File: src/logic/pkrx_defs.svh
// Constants of the receive filter and checksum packet handler.
// Included by the package and the design files; definitions only.
//
// Summary of operation
// RL1: Completion flag on irq pin 0 when ready
// RL2: Bad checksum flushes queue unless keep bit
// RL3: Queue readable in sleep and standby too
// RL4: Long payloads streamed via level, full, empty flags
// RL5: Host prefills, refills on level or empty
// RL6: Transmit done after final bit left modulator
// RL7: Host reads while non-empty, then drains remainder
// RL8: No sync pattern: discard, no flag
// RL9: Sync hit starts payload, raises match flag
// RL10: Host never programs a zero sync byte
// RL11: Select 01: accept only own node id
// RL12: Select 10: accept own or broadcast id
// RL13: Address byte kept; host supplies it on transmit
// RL14: Address checked after sync; one shared flag
// RL15: Variable length: length below limit, else discard
// RL16: Limit 2047 disables length filtering
// RL17: Transmit appends two checksum bytes when enabled
// RL18: Receive checks, flags, strips checksum bytes
// RL19: Poly select picks CCITT or alternate checksum
// RL20: Variable length: first byte loads length counter
// RL21: Address is second byte variable, first fixed
// RL22: After discard, resume sync search in receive
`ifndef PKRX_DEFS_SVH
`define PKRX_DEFS_SVH

`define PKRX_FIFO_DEPTH  64
`define PKRX_PTR_W       6
`define PKRX_CNT_W       7
`define PKRX_CNT_FULL    7'h40
`define PKRX_LEN_W       11
`define PKRX_LEN_OFF     11'h7ff
`define PKRX_AF_OFF      2'h0
`define PKRX_AF_NODE     2'h1
`define PKRX_AF_BCAST    2'h2
`define PKRX_POLY_CCITT  16'h1021
`define PKRX_POLY_ALT    16'h8005
`define PKRX_SEED_CCITT  16'h1d0f
`define PKRX_SEED_ALT    16'hffff
`define PKRX_BUF_DEPTH   2

`endif

File: src/logic/pkrx_pkg.sv
// Types shared by both ends of the packet handler link.
// Assumes pkrx_defs.svh is on the include path.
`include "pkrx_defs.svh"

package pkrx_pkg;

  typedef enum logic [1:0] {MODE_SLEEP, MODE_STDBY, MODE_RX, MODE_TX} pkrx_mode_type;

  typedef enum logic [1:0] {R_SEARCH, R_BODY, R_CRC_HI, R_CRC_LO} pkrx_rx_state_type;

  typedef enum logic [2:0] {T_IDLE, T_BODY, T_CRC_HI, T_CRC_LO, T_WAIT, T_DONE} pkrx_tx_state_type;

  typedef struct packed {
    logic [31:0]              sync_pattern;        // Last received byte in bits 7:0
    logic [1:0]               sync_len;            // Sync bytes minus one
    logic                     var_len;             // Variable length format
    logic [`PKRX_LEN_W-1:0]   payload_len_limit;
    logic [1:0]               addr_filter_select;
    logic [7:0]               own_node_id;
    logic [7:0]               broadcast_node_id;
    logic                     check_enable_bit;
    logic                     check_poly_select;
    logic                     keep_bad_packet_bit;
    logic [`PKRX_PTR_W-1:0]   fifo_thresh;
  } pkrx_cfg_type;

  typedef struct packed {
    logic queue_empty_flag;
    logic queue_full_flag;
    logic queue_level_cross_flag;
    logic rx_packet_complete_flag;
    logic check_passed_flag;
    logic frame_match_flag;
    logic tx_done_flag;
  } pkrx_flags_type;

endpackage

File: src/logic/pkrx_if.sv
// Link between the host end and the packet handler end.
// Both ends run on the same clock; no clocking here.
interface pkrx_if;
  pkrx_pkg::pkrx_mode_type  mode;
  pkrx_pkg::pkrx_cfg_type   cfg;
  logic                     fifo_wr;
  logic [7:0]               fifo_wdata;
  logic                     fifo_rd;
  logic [7:0]               fifo_rdata;
  pkrx_pkg::pkrx_flags_type flags;

  modport dev  (input mode, cfg, fifo_wr, fifo_wdata, fifo_rd, output fifo_rdata, flags);
  modport host (output mode, cfg, fifo_wr, fifo_wdata, fifo_rd, input fifo_rdata, flags);
endinterface

File: src/logic/pkrx_device.sv
// Packet handler end: byte queue, receive filters, checksum, transmit.
// Demodulator and modulator are byte-wide logic on the same clock.
`include "pkrx_defs.svh"

module pkrx_device (
  input  wire logic        CLOCK,      // 10 MHz
  input  wire logic        SYS_RST,    // Synchronous, active high
  pkrx_if.dev              hst,        // Host link
  input  wire logic [7:0]  DEM_DATA,   // Received byte after bit sync
  input  wire logic        DEM_VALID,  // One-cycle byte strobe
  output logic      [7:0]  MOD_DATA,   // Byte to modulator
  output logic             MOD_VALID,  // Byte offered
  output logic             MOD_LAST,   // Final byte of packet
  input  wire logic        MOD_READY,  // Modulator takes byte
  input  wire logic        MOD_SENT,   // Pulse: final bit has left
  output logic             IRQ_PIN_0   // Receive completion
);

  logic [7:0]              mem_r [`PKRX_FIFO_DEPTH];
  logic [`PKRX_PTR_W-1:0]  wp_r;
  logic [`PKRX_PTR_W-1:0]  rp_r;
  logic [`PKRX_CNT_W-1:0]  cnt_r;
  logic                    q_empty;
  logic                    q_full;
  logic                    push;
  logic                    pop;
  logic [7:0]              push_data;

  pkrx_pkg::pkrx_rx_state_type rx_st_r;
  pkrx_pkg::pkrx_rx_state_type rx_st_nxt;
  logic [`PKRX_LEN_W-1:0]  rem_r;
  logic [`PKRX_LEN_W-1:0]  rem_nxt;
  logic                    need_len_r;
  logic                    need_len_nxt;
  logic                    addr_pend_r;
  logic                    addr_pend_nxt;
  logic                    unlim_r;
  logic                    unlim_nxt;
  logic [31:0]             sh_r;
  logic [31:0]             window;
  logic [31:0]             mask;
  logic                    sync_hit;
  logic                    addr_ok;
  logic                    body_end;
  logic [15:0]             rx_crc_r;
  logic [15:0]             rx_crc_fin;
  logic [7:0]              crc_hi_r;
  logic                    rx_push;
  logic                    ev_sync;
  logic                    ev_match;
  logic                    ev_discard;
  logic                    ev_complete;
  logic                    ev_pass;
  logic                    ev_flush;
  logic                    frame_match_r;
  logic                    check_passed_r;
  logic                    complete_r;

  pkrx_pkg::pkrx_tx_state_type tx_st_r;
  logic [`PKRX_LEN_W-1:0]  trem_r;
  logic                    tneed_len_r;
  logic                    tunlim_r;
  logic [15:0]             tx_crc_r;
  logic [15:0]             tx_crc_fin;
  logic                    tx_end;
  logic                    tx_fire;
  logic                    tx_done_r;

  function automatic logic [15:0] crc_step(input logic [15:0] c, input logic [7:0] d,
                                           input logic alt);
    logic [15:0] r;
    logic        fb;
    r = c;
    for (int i = 7; i >= 0; i--) begin
      fb = r[15] ^ d[i];
      r  = {r[14:0], 1'b0};
      if (fb) begin
        r = r ^ (alt ? `PKRX_POLY_ALT : `PKRX_POLY_CCITT);
      end
    end
    return r;
  endfunction

  // RL19: seed per polynomial
  function automatic logic [15:0] crc_seed(input logic alt);
    return alt ? `PKRX_SEED_ALT : `PKRX_SEED_CCITT;
  endfunction

  // RL19: CCITT result complemented
  assign rx_crc_fin = hst.cfg.check_poly_select ? rx_crc_r : ~rx_crc_r;
  assign tx_crc_fin = hst.cfg.check_poly_select ? tx_crc_r : ~tx_crc_r;

  // Byte queue, shared by receive and transmit
  assign q_empty   = (cnt_r == '0);
  assign q_full    = (cnt_r == `PKRX_CNT_FULL);
  // RL3: host reads in any mode
  assign pop       = (tx_fire || hst.fifo_rd) && !q_empty;
  // Receiver wins over a host write; a byte arriving into a full queue is lost
  assign push      = (rx_push || hst.fifo_wr) && !q_full;
  assign push_data = rx_push ? DEM_DATA : hst.fifo_wdata;

  always_ff @(posedge CLOCK) begin
    if (SYS_RST || ev_flush) begin
      wp_r  <= '0;
      rp_r  <= '0;
      cnt_r <= '0;
    end else begin
      if (push) begin
        mem_r[wp_r] <= push_data;
        wp_r        <= wp_r + 1'b1;
      end
      if (pop) begin
        rp_r <= rp_r + 1'b1;
      end
      if (push && !pop) begin
        cnt_r <= cnt_r + 1'b1;
      end else if (pop && !push) begin
        cnt_r <= cnt_r - 1'b1;
      end
    end
  end

  // Sync search; zero bytes never occur in a legal pattern
  assign window = {sh_r[23:0], DEM_DATA};
  always_comb begin
    unique case (hst.cfg.sync_len)
      2'h0: mask = 32'h0000_00ff;
      2'h1: mask = 32'h0000_ffff;
      2'h2: mask = 32'h00ff_ffff;
      2'h3: mask = 32'hffff_ffff;
    endcase
  end
  // RL10: cleared history cannot match
  assign sync_hit = ((window ^ hst.cfg.sync_pattern) & mask) == 32'h0000_0000;
  // RL11: own id only
  // RL12: own or broadcast id
  assign addr_ok = (DEM_DATA == hst.cfg.own_node_id) ||
                   (hst.cfg.addr_filter_select == `PKRX_AF_BCAST &&
                    DEM_DATA == hst.cfg.broadcast_node_id);
  // RL13: every payload byte, address too
  assign rx_push = (rx_st_r == pkrx_pkg::R_BODY) && DEM_VALID;

  always_comb begin
    rx_st_nxt     = rx_st_r;
    rem_nxt       = rem_r;
    need_len_nxt  = need_len_r;
    addr_pend_nxt = addr_pend_r;
    unlim_nxt     = unlim_r;
    body_end      = 1'b0;
    ev_sync       = 1'b0;
    ev_match      = 1'b0;
    ev_discard    = 1'b0;
    ev_complete   = 1'b0;
    ev_pass       = 1'b0;
    ev_flush      = 1'b0;
    if (DEM_VALID) begin
      unique case (rx_st_r)
        pkrx_pkg::R_SEARCH: begin
          // RL8: nothing happens without a hit
          if (sync_hit) begin
            // RL9: start payload reception
            rx_st_nxt     = pkrx_pkg::R_BODY;
            ev_sync       = 1'b1;
            need_len_nxt  = hst.cfg.var_len;
            rem_nxt       = hst.cfg.payload_len_limit;
            unlim_nxt     = !hst.cfg.var_len && hst.cfg.payload_len_limit == '0;
            addr_pend_nxt = hst.cfg.addr_filter_select != `PKRX_AF_OFF;
            // RL14: match waits for address
            ev_match      = hst.cfg.addr_filter_select == `PKRX_AF_OFF;
          end
        end
        pkrx_pkg::R_BODY: begin
          if (need_len_r) begin
            // RL20: length byte loads counter
            need_len_nxt = 1'b0;
            rem_nxt      = {3'h0, DEM_DATA};
            // RL15: length must be below limit
            // RL16: limit 2047 never rejects
            if ({3'h0, DEM_DATA} >= hst.cfg.payload_len_limit) begin
              ev_discard = 1'b1;
            end else if (DEM_DATA == 8'h00) begin
              body_end = 1'b1;
            end
          end else begin
            // RL21: first byte after length or sync
            if (addr_pend_r) begin
              addr_pend_nxt = 1'b0;
              // RL14: shared match flag
              if (addr_ok) begin
                ev_match = 1'b1;
              end else begin
                ev_discard = 1'b1;
              end
            end
            if (!unlim_r) begin
              rem_nxt = rem_r - 1'b1;
              body_end = (rem_r == 11'h001);
            end
          end
          // RL22: back to search
          if (ev_discard) begin
            rx_st_nxt = pkrx_pkg::R_SEARCH;
          end else if (body_end && hst.cfg.check_enable_bit) begin
            rx_st_nxt = pkrx_pkg::R_CRC_HI;
          end else if (body_end) begin
            ev_complete = 1'b1;
            rx_st_nxt   = pkrx_pkg::R_SEARCH;
          end
        end
        pkrx_pkg::R_CRC_HI: rx_st_nxt = pkrx_pkg::R_CRC_LO;
        pkrx_pkg::R_CRC_LO: begin
          // RL18: compare, bytes not queued
          rx_st_nxt = pkrx_pkg::R_SEARCH;
          if ({crc_hi_r, DEM_DATA} == rx_crc_fin) begin
            ev_pass     = 1'b1;
            ev_complete = 1'b1;
          // RL2: keep bit holds bad packet
          end else if (hst.cfg.keep_bad_packet_bit) begin
            ev_complete = 1'b1;
          end else begin
            ev_flush = 1'b1;
          end
        end
      endcase
    end
  end

  always_ff @(posedge CLOCK) begin
    if (SYS_RST || hst.mode != pkrx_pkg::MODE_RX) begin
      rx_st_r     <= pkrx_pkg::R_SEARCH;
      rem_r       <= '0;
      need_len_r  <= 1'b0;
      addr_pend_r <= 1'b0;
      unlim_r     <= 1'b0;
      sh_r        <= '0;
      rx_crc_r    <= '0;
      crc_hi_r    <= '0;
    end else begin
      rx_st_r     <= rx_st_nxt;
      rem_r       <= rem_nxt;
      need_len_r  <= need_len_nxt;
      addr_pend_r <= addr_pend_nxt;
      unlim_r     <= unlim_nxt;
      if (DEM_VALID) begin
        sh_r <= (rx_st_nxt == pkrx_pkg::R_SEARCH && rx_st_r == pkrx_pkg::R_SEARCH) ?
                window : '0;
      end
      if (ev_sync) begin
        rx_crc_r <= crc_seed(hst.cfg.check_poly_select);
      end else if (rx_push) begin
        rx_crc_r <= crc_step(rx_crc_r, DEM_DATA, hst.cfg.check_poly_select);
      end
      if (DEM_VALID && rx_st_r == pkrx_pkg::R_CRC_HI) begin
        crc_hi_r <= DEM_DATA;
      end
    end
  end

  // Receive flags; a setting event wins over a clear
  always_ff @(posedge CLOCK) begin
    if (SYS_RST || hst.mode != pkrx_pkg::MODE_RX) begin
      frame_match_r <= 1'b0;
    end else if (ev_match) begin
      frame_match_r <= 1'b1;
    end else if (ev_discard || ev_sync) begin
      frame_match_r <= 1'b0;
    end
  end

  always_ff @(posedge CLOCK) begin
    if (SYS_RST) begin
      check_passed_r <= 1'b0;
    end else if (ev_pass) begin
      check_passed_r <= 1'b1;
    end else if (ev_sync) begin
      check_passed_r <= 1'b0;
    end
  end

  // RL1: level until queue empties or next sync hit
  always_ff @(posedge CLOCK) begin
    if (SYS_RST) begin
      complete_r <= 1'b0;
    end else if (ev_complete) begin
      complete_r <= 1'b1;
    end else if (q_empty || ev_sync) begin
      complete_r <= 1'b0;
    end
  end

  // Transmit path; host supplies any length or address byte
  assign tx_end  = tneed_len_r ? (mem_r[rp_r] == 8'h00) : (!tunlim_r && trem_r == 11'h001);
  assign tx_fire = (tx_st_r == pkrx_pkg::T_BODY) && MOD_READY && !q_empty;

  always_comb begin
    MOD_VALID = 1'b0;
    MOD_LAST  = 1'b0;
    MOD_DATA  = mem_r[rp_r];
    unique case (tx_st_r)
      pkrx_pkg::T_BODY: begin
        MOD_VALID = !q_empty;
        MOD_LAST  = tx_end && !hst.cfg.check_enable_bit;
      end
      // RL17: checksum after message
      pkrx_pkg::T_CRC_HI: begin
        MOD_VALID = 1'b1;
        MOD_DATA  = tx_crc_fin[15:8];
      end
      pkrx_pkg::T_CRC_LO: begin
        MOD_VALID = 1'b1;
        MOD_LAST  = 1'b1;
        MOD_DATA  = tx_crc_fin[7:0];
      end
      default: ;
    endcase
  end

  always_ff @(posedge CLOCK) begin
    if (SYS_RST || hst.mode != pkrx_pkg::MODE_TX) begin
      tx_st_r     <= pkrx_pkg::T_IDLE;
      trem_r      <= '0;
      tneed_len_r <= 1'b0;
      tunlim_r    <= 1'b0;
      tx_crc_r    <= '0;
      tx_done_r   <= 1'b0;
    end else begin
      unique case (tx_st_r)
        pkrx_pkg::T_IDLE: if (!q_empty) begin
          tx_st_r     <= pkrx_pkg::T_BODY;
          trem_r      <= hst.cfg.payload_len_limit;
          tneed_len_r <= hst.cfg.var_len;
          tunlim_r    <= !hst.cfg.var_len && hst.cfg.payload_len_limit == '0;
          tx_crc_r    <= crc_seed(hst.cfg.check_poly_select);
        end
        pkrx_pkg::T_BODY: if (tx_fire) begin
          tx_crc_r <= crc_step(tx_crc_r, mem_r[rp_r], hst.cfg.check_poly_select);
          if (tneed_len_r) begin
            tneed_len_r <= 1'b0;
            trem_r      <= {3'h0, mem_r[rp_r]};
          end else begin
            trem_r <= trem_r - 1'b1;
          end
          if (tx_end) begin
            tx_st_r <= hst.cfg.check_enable_bit ? pkrx_pkg::T_CRC_HI : pkrx_pkg::T_WAIT;
          end
        end
        pkrx_pkg::T_CRC_HI: if (MOD_READY) tx_st_r <= pkrx_pkg::T_CRC_LO;
        pkrx_pkg::T_CRC_LO: if (MOD_READY) tx_st_r <= pkrx_pkg::T_WAIT;
        // RL6: done only on modulator report
        pkrx_pkg::T_WAIT: if (MOD_SENT) begin
          tx_st_r   <= pkrx_pkg::T_DONE;
          tx_done_r <= 1'b1;
        end
        pkrx_pkg::T_DONE: ;
      endcase
    end
  end

  assign hst.fifo_rdata = mem_r[rp_r];
  // RL4: queue flags for streaming
  // One driver for the whole flag word
  assign hst.flags = '{queue_empty_flag:        q_empty,
                       queue_full_flag:         q_full,
                       queue_level_cross_flag:  cnt_r > {1'b0, hst.cfg.fifo_thresh},
                       rx_packet_complete_flag: complete_r,
                       check_passed_flag:       check_passed_r,
                       frame_match_flag:        frame_match_r,
                       tx_done_flag:            tx_done_r};
  assign IRQ_PIN_0                         = complete_r;

endmodule

File: src/flat_wrapper.sv
// flat-port wrapper written by rule: the top's interface ports become plain ports
module pkrx_device_flat 
  (CLOCK, SYS_RST, DEM_DATA, DEM_VALID, MOD_DATA, MOD_VALID, MOD_LAST, MOD_READY, MOD_SENT, IRQ_PIN_0, hst_mode, hst_cfg, hst_fifo_wr, hst_fifo_wdata, hst_fifo_rd, hst_fifo_rdata, hst_flags);
  pkrx_if hst_i ();
  input  wire logic CLOCK;
  input  wire logic SYS_RST;
  input  wire logic [7:0] DEM_DATA;
  input  wire logic DEM_VALID;
  output logic      [7:0] MOD_DATA;
  output logic MOD_VALID;
  output logic MOD_LAST;
  input  wire logic MOD_READY;
  input  wire logic MOD_SENT;
  output logic IRQ_PIN_0;
  input wire logic [$bits(hst_i.mode)-1:0] hst_mode;
  input wire logic [$bits(hst_i.cfg)-1:0] hst_cfg;
  input wire logic [$bits(hst_i.fifo_wr)-1:0] hst_fifo_wr;
  input wire logic [$bits(hst_i.fifo_wdata)-1:0] hst_fifo_wdata;
  input wire logic [$bits(hst_i.fifo_rd)-1:0] hst_fifo_rd;
  output wire logic [$bits(hst_i.fifo_rdata)-1:0] hst_fifo_rdata;
  output wire logic [$bits(hst_i.flags)-1:0] hst_flags;
  assign hst_i.mode = hst_mode;
  assign hst_i.cfg = hst_cfg;
  assign hst_i.fifo_wr = hst_fifo_wr;
  assign hst_i.fifo_wdata = hst_fifo_wdata;
  assign hst_i.fifo_rd = hst_fifo_rd;
  assign hst_fifo_rdata = hst_i.fifo_rdata;
  assign hst_flags = hst_i.flags;
  pkrx_device u_core (.CLOCK(CLOCK), .SYS_RST(SYS_RST), .hst(hst_i), .DEM_DATA(DEM_DATA), .DEM_VALID(DEM_VALID), .MOD_DATA(MOD_DATA), .MOD_VALID(MOD_VALID), .MOD_LAST(MOD_LAST), .MOD_READY(MOD_READY), .MOD_SENT(MOD_SENT), .IRQ_PIN_0(IRQ_PIN_0));
endmodule
File: config.mk
export PLATFORM = sky130hd
export DESIGN_NAME = pkrx_device_flat
export DESIGN_NICKNAME = d
export VERILOG_FILES = /design/src/logic/pkrx_pkg.sv /design/src/logic/pkrx_if.sv /design/src/logic/pkrx_device.sv /design/src/flat_wrapper.sv
export VERILOG_INCLUDE_DIRS = /design/src /design/src/logic
export SDC_FILE = /design/constraint.sdc
export NUM_CORES = 1
export LEC_CHECK = 0
export CAP_MARGIN = 5
export CORE_UTILIZATION = 38
export DETAILED_ROUTE_END_ITERATION = 8
export DONT_BUFFER_PORTS = 1
export PLACE_DENSITY = 0.53
export SYNTH_ARGS = -nofsm -noshare
export SYNTH_HDL_FRONTEND = slang
export SYNTH_SLANG_ARGS = --single-unit
File: constraint.sdc
create_clock -name CLOCK -period 6 [get_ports CLOCK]
set_input_delay 1.2 -clock CLOCK [delete_from_list [all_inputs] [get_ports CLOCK]]
set_output_delay 1.2 -clock CLOCK [all_outputs]
set_load 0.02 [all_outputs]
==> results of run 1 <==
==> placed cells by master (no fill, tap or decap), types with 5 or more instances in the layout <==
cell / netlist / final
a211oi_1: 21 / 21
a31oi_1: 15 / 15
clkinv_1: 1 / 10
a21oi_1: 115 / 115
clkbuf_1: 71 / 21
or3_1: 6 / 6
and2_1: 6 / 6
nor3_1: 33 / 32
inv_1: 38 / 38
ha_1: 26 / 26
nand3b_1: 11 / 11
clkbuf_16: 0 / 73
nor2b_1: 37 / 37
nand2_1: 119 / 112
xor2_1: 64 / 64
a21o_1: 13 / 13
nand2b_1: 7 / 7
edfxtp_1: 512 / 512
o211ai_1: 9 / 9
nand2_2: 0 / 7
buf_4: 18 / 104
nor2_1: 224 / 223
a22oi_1: 18 / 18
xnor2_1: 94 / 94
mux2i_1: 72 / 72
buf_12: 0 / 6
o21ai_0: 45 / 44
clkinv_2: 0 / 10
or2_2: 6 / 6
nor4_1: 15 / 14
o2111ai_1: 5 / 5
dfxtp_1: 125 / 120
and3_1: 5 / 5
nand4_1: 21 / 21
mux4_2: 123 / 123
o221ai_1: 5 / 5
nand3_1: 25 / 25
==> where the power goes <==
part / internal [µW] / switching (µW)
combinational: 1240 / 1580
sequential: 4840 / 177
clock: 2440 / 1810
total: 8520 / 3570
==> tightest hold or removal path: cells and delay by family, from the launching register on <==
family | cells | cell delay [ps]
compound gates | 2 | 130
flops | 1 | 310
==> cells in the mapped netlist, types with 33 or more instances <==
cell type	number	area, µm²
clkbuf_1	71	267
xnor2_1	94	823
xor2_1	64	561
nor3_1	33	165
dfxtp_1	125	2500
edfxtp_1	512	15400
inv_1	38	143
mux2i_1	72	721
nand2_1	119	447
mux4_2	123	2770
nor2_1	224	841
nor2b_1	37	231
a21oi_1	115	576
o21ai_0	45	225
==> state kept, by name (all words and copies together), names as in the netlist, named ones only <==
register and cells:
u_core.check_passed_r 1, u_core.rx_crc_r 16, u_core.trem_r 11, u_core.frame_match_r 1, u_core.rem_r 11, u_core.crc_hi_r 8, u_core.sh_r 24, u_core.tx_crc_r 16
u_core.rx_st_r 2, u_core.need_len_r 1, u_core.addr_pend_r 1, u_core.tx_st_r 3, u_core.rp_r 6, u_core.cnt_r 7, u_core.wp_r 6, u_core.unlim_r 1
u_core.mem_r 512, u_core.IRQ_PIN_0 1, u_core.tneed_len_r 1, u_core.tx_done_r 1, u_core.tunlim_r 1
==> layout make-up <==
| cell class | count | area (µm²) |
|---|---|---|
| multi-input cells | 1213 | 9790 |
| clock inverters | 32 | 330 |
| clock buffers | 97 | 1950 |
| fillers | 6534 | 41300 |
| repair buffers | 110 | 901 |
| inverters | 39 | 146 |
| flip-flops and latches | 637 | 17900 |
| well taps | 959 | 1200 |
==> cell families (layout without fill, tap and decap cells) <==
family                     Yosys count  in the layout  synth area share
DFF                                637            637             0.630
adders and majority gates           27             27            0.0122
xor gates and xnor gates           167            167            0.0556
and+or+nand+nor                    528            528            0.0852
buffers and inverters              165            278            0.0272
muxes                              199            199             0.125
AOI/OAI and AO/OA                  292            292            0.0654
==> worst paths after layout <==
path | from | end | slack, ps | cells after the start
worst max-delay path | flip-flop | MOD_LAST | 320 | 9
worst min-delay path | u_core.addr_pend_r | u_core.addr_pend_r | 480 | 2
worst max register to register | flip-flop | u_core.tx_crc_r[0] | 1040 | 12
worst min register to register | u_core.addr_pend_r | u_core.addr_pend_r | 480 | 2
==> per-layer routing <==
| metal | vias up | GRT usage | part of all wire |
|---|---|---|---|
| li1 | 7723 | - | - |
| met1 | 8819 | 0.286 | 0.42 |
| met2 | 680 | 0.337 | 0.47 |
| met3 | 131 | 0.0536 | 0.078 |
| met4 | 2 | 0.0664 | 0.027 |
| met5 | - | 0 | 0.00015 |
==> per-stage QoR <==
stage / instance area (µm²) / hold slack, ps / std cells / setup WS [ps] / util
floorplan: 28400 / 431 / 2015 / 970 / -
global placement: 29900 / 455 / 2958 / 895 / 0.407
detailed placement: 29900 / 472 / 2958 / 1000 / 0.407
CTS: 32200 / 483 / 3087 / 327 / 0.438
global route: 32200 / 504 / 3087 / 109 / 0.438
finish: 32200 / 484 / 3087 / 316 / 0.438
==> impl_metrics.tcl, run 1 <==
set metrics [dict create \
    cts_setup_buffers 0 \
    slew_violations 0 \
    vias_per_cell 5.62 \
    grt_max_degree 66 \
    clk_pin_slew_ps 60 \
    ir_worst_vdd_v 0.000212 \
    end_kind "output port" \
    cp_data_required_time_ps 4800 \
    slew_headroom 0.216 \
    numPortBuffers 0 \
    drt_wl_total_mm 80.7 \
    cp-start-kind "flip-flop" \
    postSynth.asyncResetShare 0 \
    ys_ff_latch 637 \
    worst_slew_pin_slew_ps 1170 \
    period_share 0.947 \
    ios 124 \
    antenna_found_initial 2 \
    drive_gt1_frac 0.174 \
    worstPathArrival_ps 4480 \
    nets 2198 \
    drt_iter0_markers 1535 \
    cp_max_fo 31 \
    synth_warnings 0 \
    cts.sinks 637 \
    cts-buffers-inserted 72 \
    syn_nets 2140 \
    setup.worst_path.class "reg2out" \
    final_antenna_net_count 0 \
    wl_per_cell_um 26.2 \
    gr-total-overflow 0 \
    synth_cell_type_count 77 \
    synth-seq-area-share 0.630 \
    std_cell_rows 99 \
    drcViolationCount 0 \
    num_vias 17400 \
    rsz0062_at_grt "false" \
    drv_cap 0 \
    path_buf_inv 1 \
    power_leakage_uw 0.0106 \
    mappedNetlistArea_um2 28400 \
    clk_latency_ps 620 \
    die_w_um 275 \
    antenna_cells 0 \
    cpPeakStageDelay_ps 800 \
    totalPowerFinal_uw 12100 \
    clock.fmax_mhz 176 \
    hold_viol 0 \
    core_area_um2 73500 \
    path_cells "buf_4 > mux4_2 > mux4_2 > mux2i_1 > o21ai_1 > nor4_1 > a31oi_1 > nor2_1 > o21a_1" \
    start_util 0.386 \
    postCtsHoldBufs 0 \
    die-area_um2 75800 \
    period_needed_ps 5680 \
    ctsResizeCount 0 \
    crit_family "multiplexers" \
    synth_edf_count 512 \
    status "finished, final reports clean" \
    setup_tns_ps 0 \
    dp_hpwl_mm 52.7 \
    crit_top_cell "mux4_2" \
    p_per_area_nw_per_um2 375 \
    finalClockSkew_ps 21.1 \
    grt_pass1_wl_mm 117 \
    h-tree-depth 3 \
    tritoncts "yes" \
    root_buffer "clkbuf_16" \
    syn_area_per_cell_um2 14.1 \
    grt_pass1_vias 17000 \
    synthCells 2015 \
    dr.pass1.iters 5 \
    setup_viol 0 \
    clockBufferDepth 3 \
    syn2layout_area_growth_pct 13.5 \
    critPathSlowestCell "dfxtp_4" \
    hp-class "reg2reg" \
    ys.flop_type "edfxtp_1" \
    dieHeight_um 275 \
    gp_congestion 0.878 \
    grt_usage 0.212 \
]
No activity file was read; power rests on OpenSTA's default activity.
==> run 2: changes to the inputs <==
--- a/config.mk
+++ b/config.mk
@@ -10,7 +10,6 @@
 export CORE_UTILIZATION = 38
 export DETAILED_ROUTE_END_ITERATION = 8
 export DONT_BUFFER_PORTS = 1
-export PLACE_DENSITY = 0.53
 export SYNTH_ARGS = -nofsm -noshare
 export SYNTH_HDL_FRONTEND = slang
 export SYNTH_SLANG_ARGS = --single-unit
==> impl_metrics.tcl, run 2 (same netlist as run 1, synthesis figures left out) <==
set metrics [dict create \
    worstPathArrival_ps 4270 \
    dp_hpwl_mm 50.2 \
    drt_iter0_markers 1811 \
    start_util 0.386 \
    mostFrequentLayoutCells "512 x edfxtp_1, 223 x nor2_1, 123 x mux4_2" \
    critPathSlowestCell "dfxtp_4" \
    hp-class "reg2reg" \
    gp_congestion 0.924 \
    antenna_found_initial 0 \
    grt_pass1_vias 16900 \
    cts-buffers-inserted 67 \
    hold_depth 2 \
    cp-start-kind "flip-flop" \
    clk_latency_ps 620 \
    ios 124 \
    cts_setup_buffers 0 \
    die_w_um 275 \
    p_per_area_nw_per_um2 371 \
    finalClockSkew_ps 24.3 \
    drv_cap 0 \
    setup_viol 0 \
    cp_data_required_time_ps 4800 \
    wl_per_cell_um 24.9 \
    grt_pass1_wl_mm 112 \
    rsz0062_at_grt "false" \
    drcViolationCount 0 \
    grt_max_degree 66 \
    vias_per_cell 5.71 \
    core_area_um2 73500 \
    regMostFlops "u_core.mem_r" \
    crit_family "compound AO/OA/AOI/OAI gates" \
    multi_input_area_um2 9790 \
    cpPeakStageDelay_ps 770 \
    pre_cts_ws_ps 997 \
    std_cell_rows 99 \
    die-area_um2 75800 \
    postCtsHoldBufs 0 \
    syn2layout_area_growth_pct 12.1 \
    drive_gt1_frac 0.163 \
    ctsResizeCount 0 \
    numPortBuffers 0 \
    end_kind "output port" \
    root_buffer "clkbuf_16" \
    hold_viol 0 \
    power_leakage_uw 0.0104 \
    drt_wl_total_mm 76.1 \
    grt_usage 0.200 \
    r2r_cells 12 \
    setup.worst_path.class "reg2out" \
    antenna_cells 0 \
    final_antenna_net_count 0 \
    final_common_cell "edfxtp_1" \
    seqCellArea_um2 17900 \
    ir_worst_vdd_v 0.000212 \
    reg_top3 "u_core.mem_r x512, u_core.sh_r x24" \
    fillers 6558 \
    slew_violations 0 \
    h-tree-depth 3 \
    num_vias 17400 \
    nets 2171 \
    setup_tns_ps 0 \
    gr-total-overflow 0 \
    period_share 0.912 \
    slew_headroom 0.138 \
    status "finished, final reports clean" \
    rrSetupSlack_ps 1150 \
    cts.sinks 637 \
    period_needed_ps 5470 \
    worst_slew_pin_slew_ps 1290 \
    cp_max_fo 32 \
    clockBufferDepth 3 \
    dr.pass1.iters 5 \
    dieHeight_um 275 \
    crit_cells 11 \
    totalPowerFinal_uw 11800 \
    fin_ws_ps 529 \
    path_cells "buf_4 > mux4_2 > a22oi_1 > a21oi_1 > nor3_1 > a31oi_1 > buf_4 > nor4_1 > a31oi_1 > nor2_1 > o21a_1" \
    tritoncts "yes" \
    largest_register_ffs 512 \
    clk_pin_slew_ps 60 \
    clock.fmax_mhz 183 \
    path_buf_inv 2 \
]
==> run 2: area by class of cell <==
| cell class | count | share of cell area |
|---|---|---|
| repair buffers | 88 | 0.0220 |
| multi-input cells | 1213 | 0.308 |
| inverters | 39 | 0.00460 |
| flip-flops and latches | 637 | 0.562 |
| clock buffers | 88 | 0.0558 |
| clock inverters | 30 | 0.00964 |
| well taps | 959 | 0.0377 |
==> run 2: metrics by stage <==
stage                      util  hold slack (ps)  std cells  area (µm²)
after floorplan               -              431       2015       28400
after global placement    0.405              454       2936       29700
after detailed placement  0.405              466       2936       29700
after CTS                 0.433              478       3054       31800
after global routing      0.433              502       3054       31800
final                     0.433              478       3054       31800
==> run 2: final timing paths <==
| kind | startpoint | end |
|---|---|---|
| worst max-delay path | flip-flop | MOD_LAST |
| worst min-delay path | u_core.trem_r[8] | u_core.trem_r[8] |
| worst min register to register | u_core.trem_r[8] | u_core.trem_r[8] |
| worst max register to register | flip-flop | u_core.tx_crc_r[0] |
==> run 2: power breakdown <==
| group | internal [µW] | total (µW) | leakage, µW | switching (µW) |
|---|---|---|---|---|
| Sequential | 4840 | 5000 | 0.00562 | 158 |
| Combinational | 1220 | 2780 | 0.00377 | 1560 |
| Clock | 2280 | 4010 | 0.00100 | 1730 |
| Total | 8340 | 11800 | 0.0104 | 3440 |
==> run 2: tightest hold or removal path, delay by kind of cell, from the launching register on <==
kind            cells  cell delay (ps)
compound gates      2              120
flops               1              300
==> run 2: metal layers <==
metal / up-vias / wire [µm] / track usage
li1: 7670 / - / -
met3: 104 / 5840 / 0.0317
met1: 8899 / 31900 / 0.276
met4: 0 / 1570 / 0.0547
met2: 769 / 36900 / 0.327
met5: - / 0 / 0
==> run 3: changes to the inputs <==
--- a/config.mk
+++ b/config.mk
@@ -10,6 +10,8 @@
 export CORE_UTILIZATION = 38
 export DETAILED_ROUTE_END_ITERATION = 8
 export DONT_BUFFER_PORTS = 1
+export REMOVE_ABC_BUFFERS = 1
+export SETUP_SLACK_MARGIN = 0.4
 export SYNTH_ARGS = -nofsm -noshare
 export SYNTH_HDL_FRONTEND = slang
 export SYNTH_SLANG_ARGS = --single-unit
==> constraint.sdc (replaced) <==
create_clock -name CLOCK -period 6 [get_ports CLOCK]
set_input_delay 1.2 -clock CLOCK [delete_from_list [all_inputs] [get_ports CLOCK]]
set_output_delay 1.2 -clock CLOCK [all_outputs]
set_load 0.01 [all_outputs]
==> impl_metrics.tcl, run 3 (same netlist as run 1, synthesis figures left out) <==
set metrics [dict create \
    final_antenna_net_count 0 \
    hold_viol 0 \
    antenna_found_initial 0 \
    clk_latency_ps 620 \
    grt_pass1_vias 16700 \
    clock.fmax_mhz 186 \
    drive_gt1_frac 0.168 \
    crit_family "compound AO/OA/AOI/OAI gates" \
    gp_congestion 0.928 \
    gr-total-overflow 0 \
    finalClockSkew_ps 33.8 \
    nets 2177 \
    period_needed_ps 5370 \
    finalInstanceArea_um2 32100 \
    ir_worst_vdd_v 0.000192 \
    clockBufferDepth 3 \
    drv_cap 0 \
    antenna_cells 0 \
    fillers 6457 \
    wl_per_cell_um 24.7 \
    seqCellArea_um2 17900 \
    status "finished, final reports clean" \
    p_per_area_nw_per_um2 375 \
    cp-start-kind "flip-flop" \
    dp_hpwl_mm 48.0 \
    fin_ws_ps 630 \
    num_vias 17300 \
    multi_input_area_um2 9790 \
    drt_iter0_markers 1739 \
    vias_per_cell 5.65 \
    ios 124 \
    h-tree-depth 3 \
    clk_pin_slew_ps 60 \
    critPathSlowestCell "dfxtp_2" \
    worst_slew_pin_slew_ps 1340 \
    holdPathEnd "u_core.rem_r[9]" \
    grt_pass1_wl_mm 110 \
    grt_usage 0.197 \
    power_leakage_uw 0.0105 \
    grt_max_degree 66 \
    totalPowerFinal_uw 12000 \
    tritoncts "yes" \
    root_buffer "clkbuf_16" \
    numPortBuffers 0 \
    dieHeight_um 275 \
    final_common_cell "edfxtp_1" \
    path_buf_inv 1 \
    reg2reg_to "u_core.tx_crc_r[0]" \
    postCtsHoldBufs 0 \
    pre_cts_ws_ps 731 \
    dr.pass1.iters 5 \
    setup_viol 0 \
    largest_register_ffs 512 \
    slew_headroom 0.105 \
    hp-class "reg2reg" \
    setup.worst_path.class "reg2out" \
    slew_violations 0 \
    rsz0062_at_grt "false" \
    worstPathArrival_ps 4170 \
    cp_max_fo 29 \
    cp_data_required_time_ps 4800 \
    cpPeakStageDelay_ps 720 \
    std_cell_rows 99 \
    die_w_um 275 \
    regMostFlops "u_core.mem_r" \
    die-area_um2 75800 \
    min_from "u_core.rem_r[9]" \
    post-route-util 0.437 \
    reg_top3 "u_core.mem_r x512, u_core.sh_r x24" \
    path_cells "buf_4 > mux4_2 > mux2i_1 > o32ai_1 > nor3_1 > a21oi_1 > nor4_1 > a31oi_1 > nor2_1 > o21a_1" \
    period_share 0.895 \
    rrSetupSlack_ps 1160 \
    drcViolationCount 0 \
    end_kind "output port" \
    hold_depth 2 \
    start_util 0.386 \
    postPlaceCellArea_um2 29700 \
    cts.sinks 637 \
    drt_wl_total_mm 75.8 \
    cts-buffers-inserted 67 \
    core_area_um2 73500 \
    mostFrequentLayoutCells "512 x edfxtp_1, 223 x nor2_1, 123 x mux4_2" \
    r2r_cells 12 \
    syn2layout_area_growth_pct 13.0 \
]
[run 3: cell types whose count changed in the layout (fill, tap and decap cells not counted), sizes merged]
cell    previous run  this run
clkbuf            88        80
buf               88        94
clkinv            20        25
bufinv             4         8
inv               41        42
[run 3: cell type report]
class,count,area share
repair buffers,94,0.0264
clock inverters,40,0.0141
inverters,39,0.00456
clock buffers,80,0.0545
multi-input cells,1213,0.305
well taps,959,0.0374
flip-flops and latches,637,0.558
[run 3: worst min-delay path: stages (launching register included)]
cell	delay, ps
dfxtp_1	300
o21ai_0	60
a21oi_1	60
[run 3: how the worst max path moves through the flow]
stage / from / to / slack [ps] / cells past startpoint
3_5_place_dp: hst_cfg[7] / u_core.mem_r[16][0] / 730 / 9
3_3_place_gp: DEM_DATA[4] / u_core.mem_r[16][6] / 780 / 10
5_1_grt: flip-flop / MOD_LAST / 460 / 9
4_1_cts: flip-flop / MOD_LAST / 470 / 10
6_report: flip-flop / MOD_LAST / 630 / 10
2_1_floorplan: flip-flop / MOD_LAST / -1850 / 9
[run 3: power breakdown]
| group | switching, µW | internal [µW] | total, µW | leakage [µW] |
|---|---|---|---|---|
| logic | 1560 | 1310 | 2870 | 0.00383 |
| clock network | 1770 | 2440 | 4210 | 0.00106 |
| registers | 116 | 4840 | 4960 | 0.00562 |
[run 3: routing by layer]
layer / vias up / global-route usage / share of wire
li1: 7664 / - / -
met1: 8828 / 0.264 / 0.41
met2: 668 / 0.320 / 0.48
met3: 128 / 0.0415 / 0.075
met4: 0 / 0.0628 / 0.026
met5: - / 0 / 0
[run 3: timing repair]
item                       CTS  global route
setup endpoints to repair    1             1
resized for setup            0             1
setup buffers                2            13
cloned                       0             0
[run 3: per-stage QoR]
step | cells | setup TNS [ps] | hold slack [ps]
3_3_place_gp | 2925 | 0 | 459
2_1_floorplan | 1889 | -37470 | 444
5_1_grt | 3062 | 0 | 478
6_report | 3062 | 0 | 472
3_5_place_dp | 2925 | 0 | 462
4_1_cts | 3047 | 0 | 470
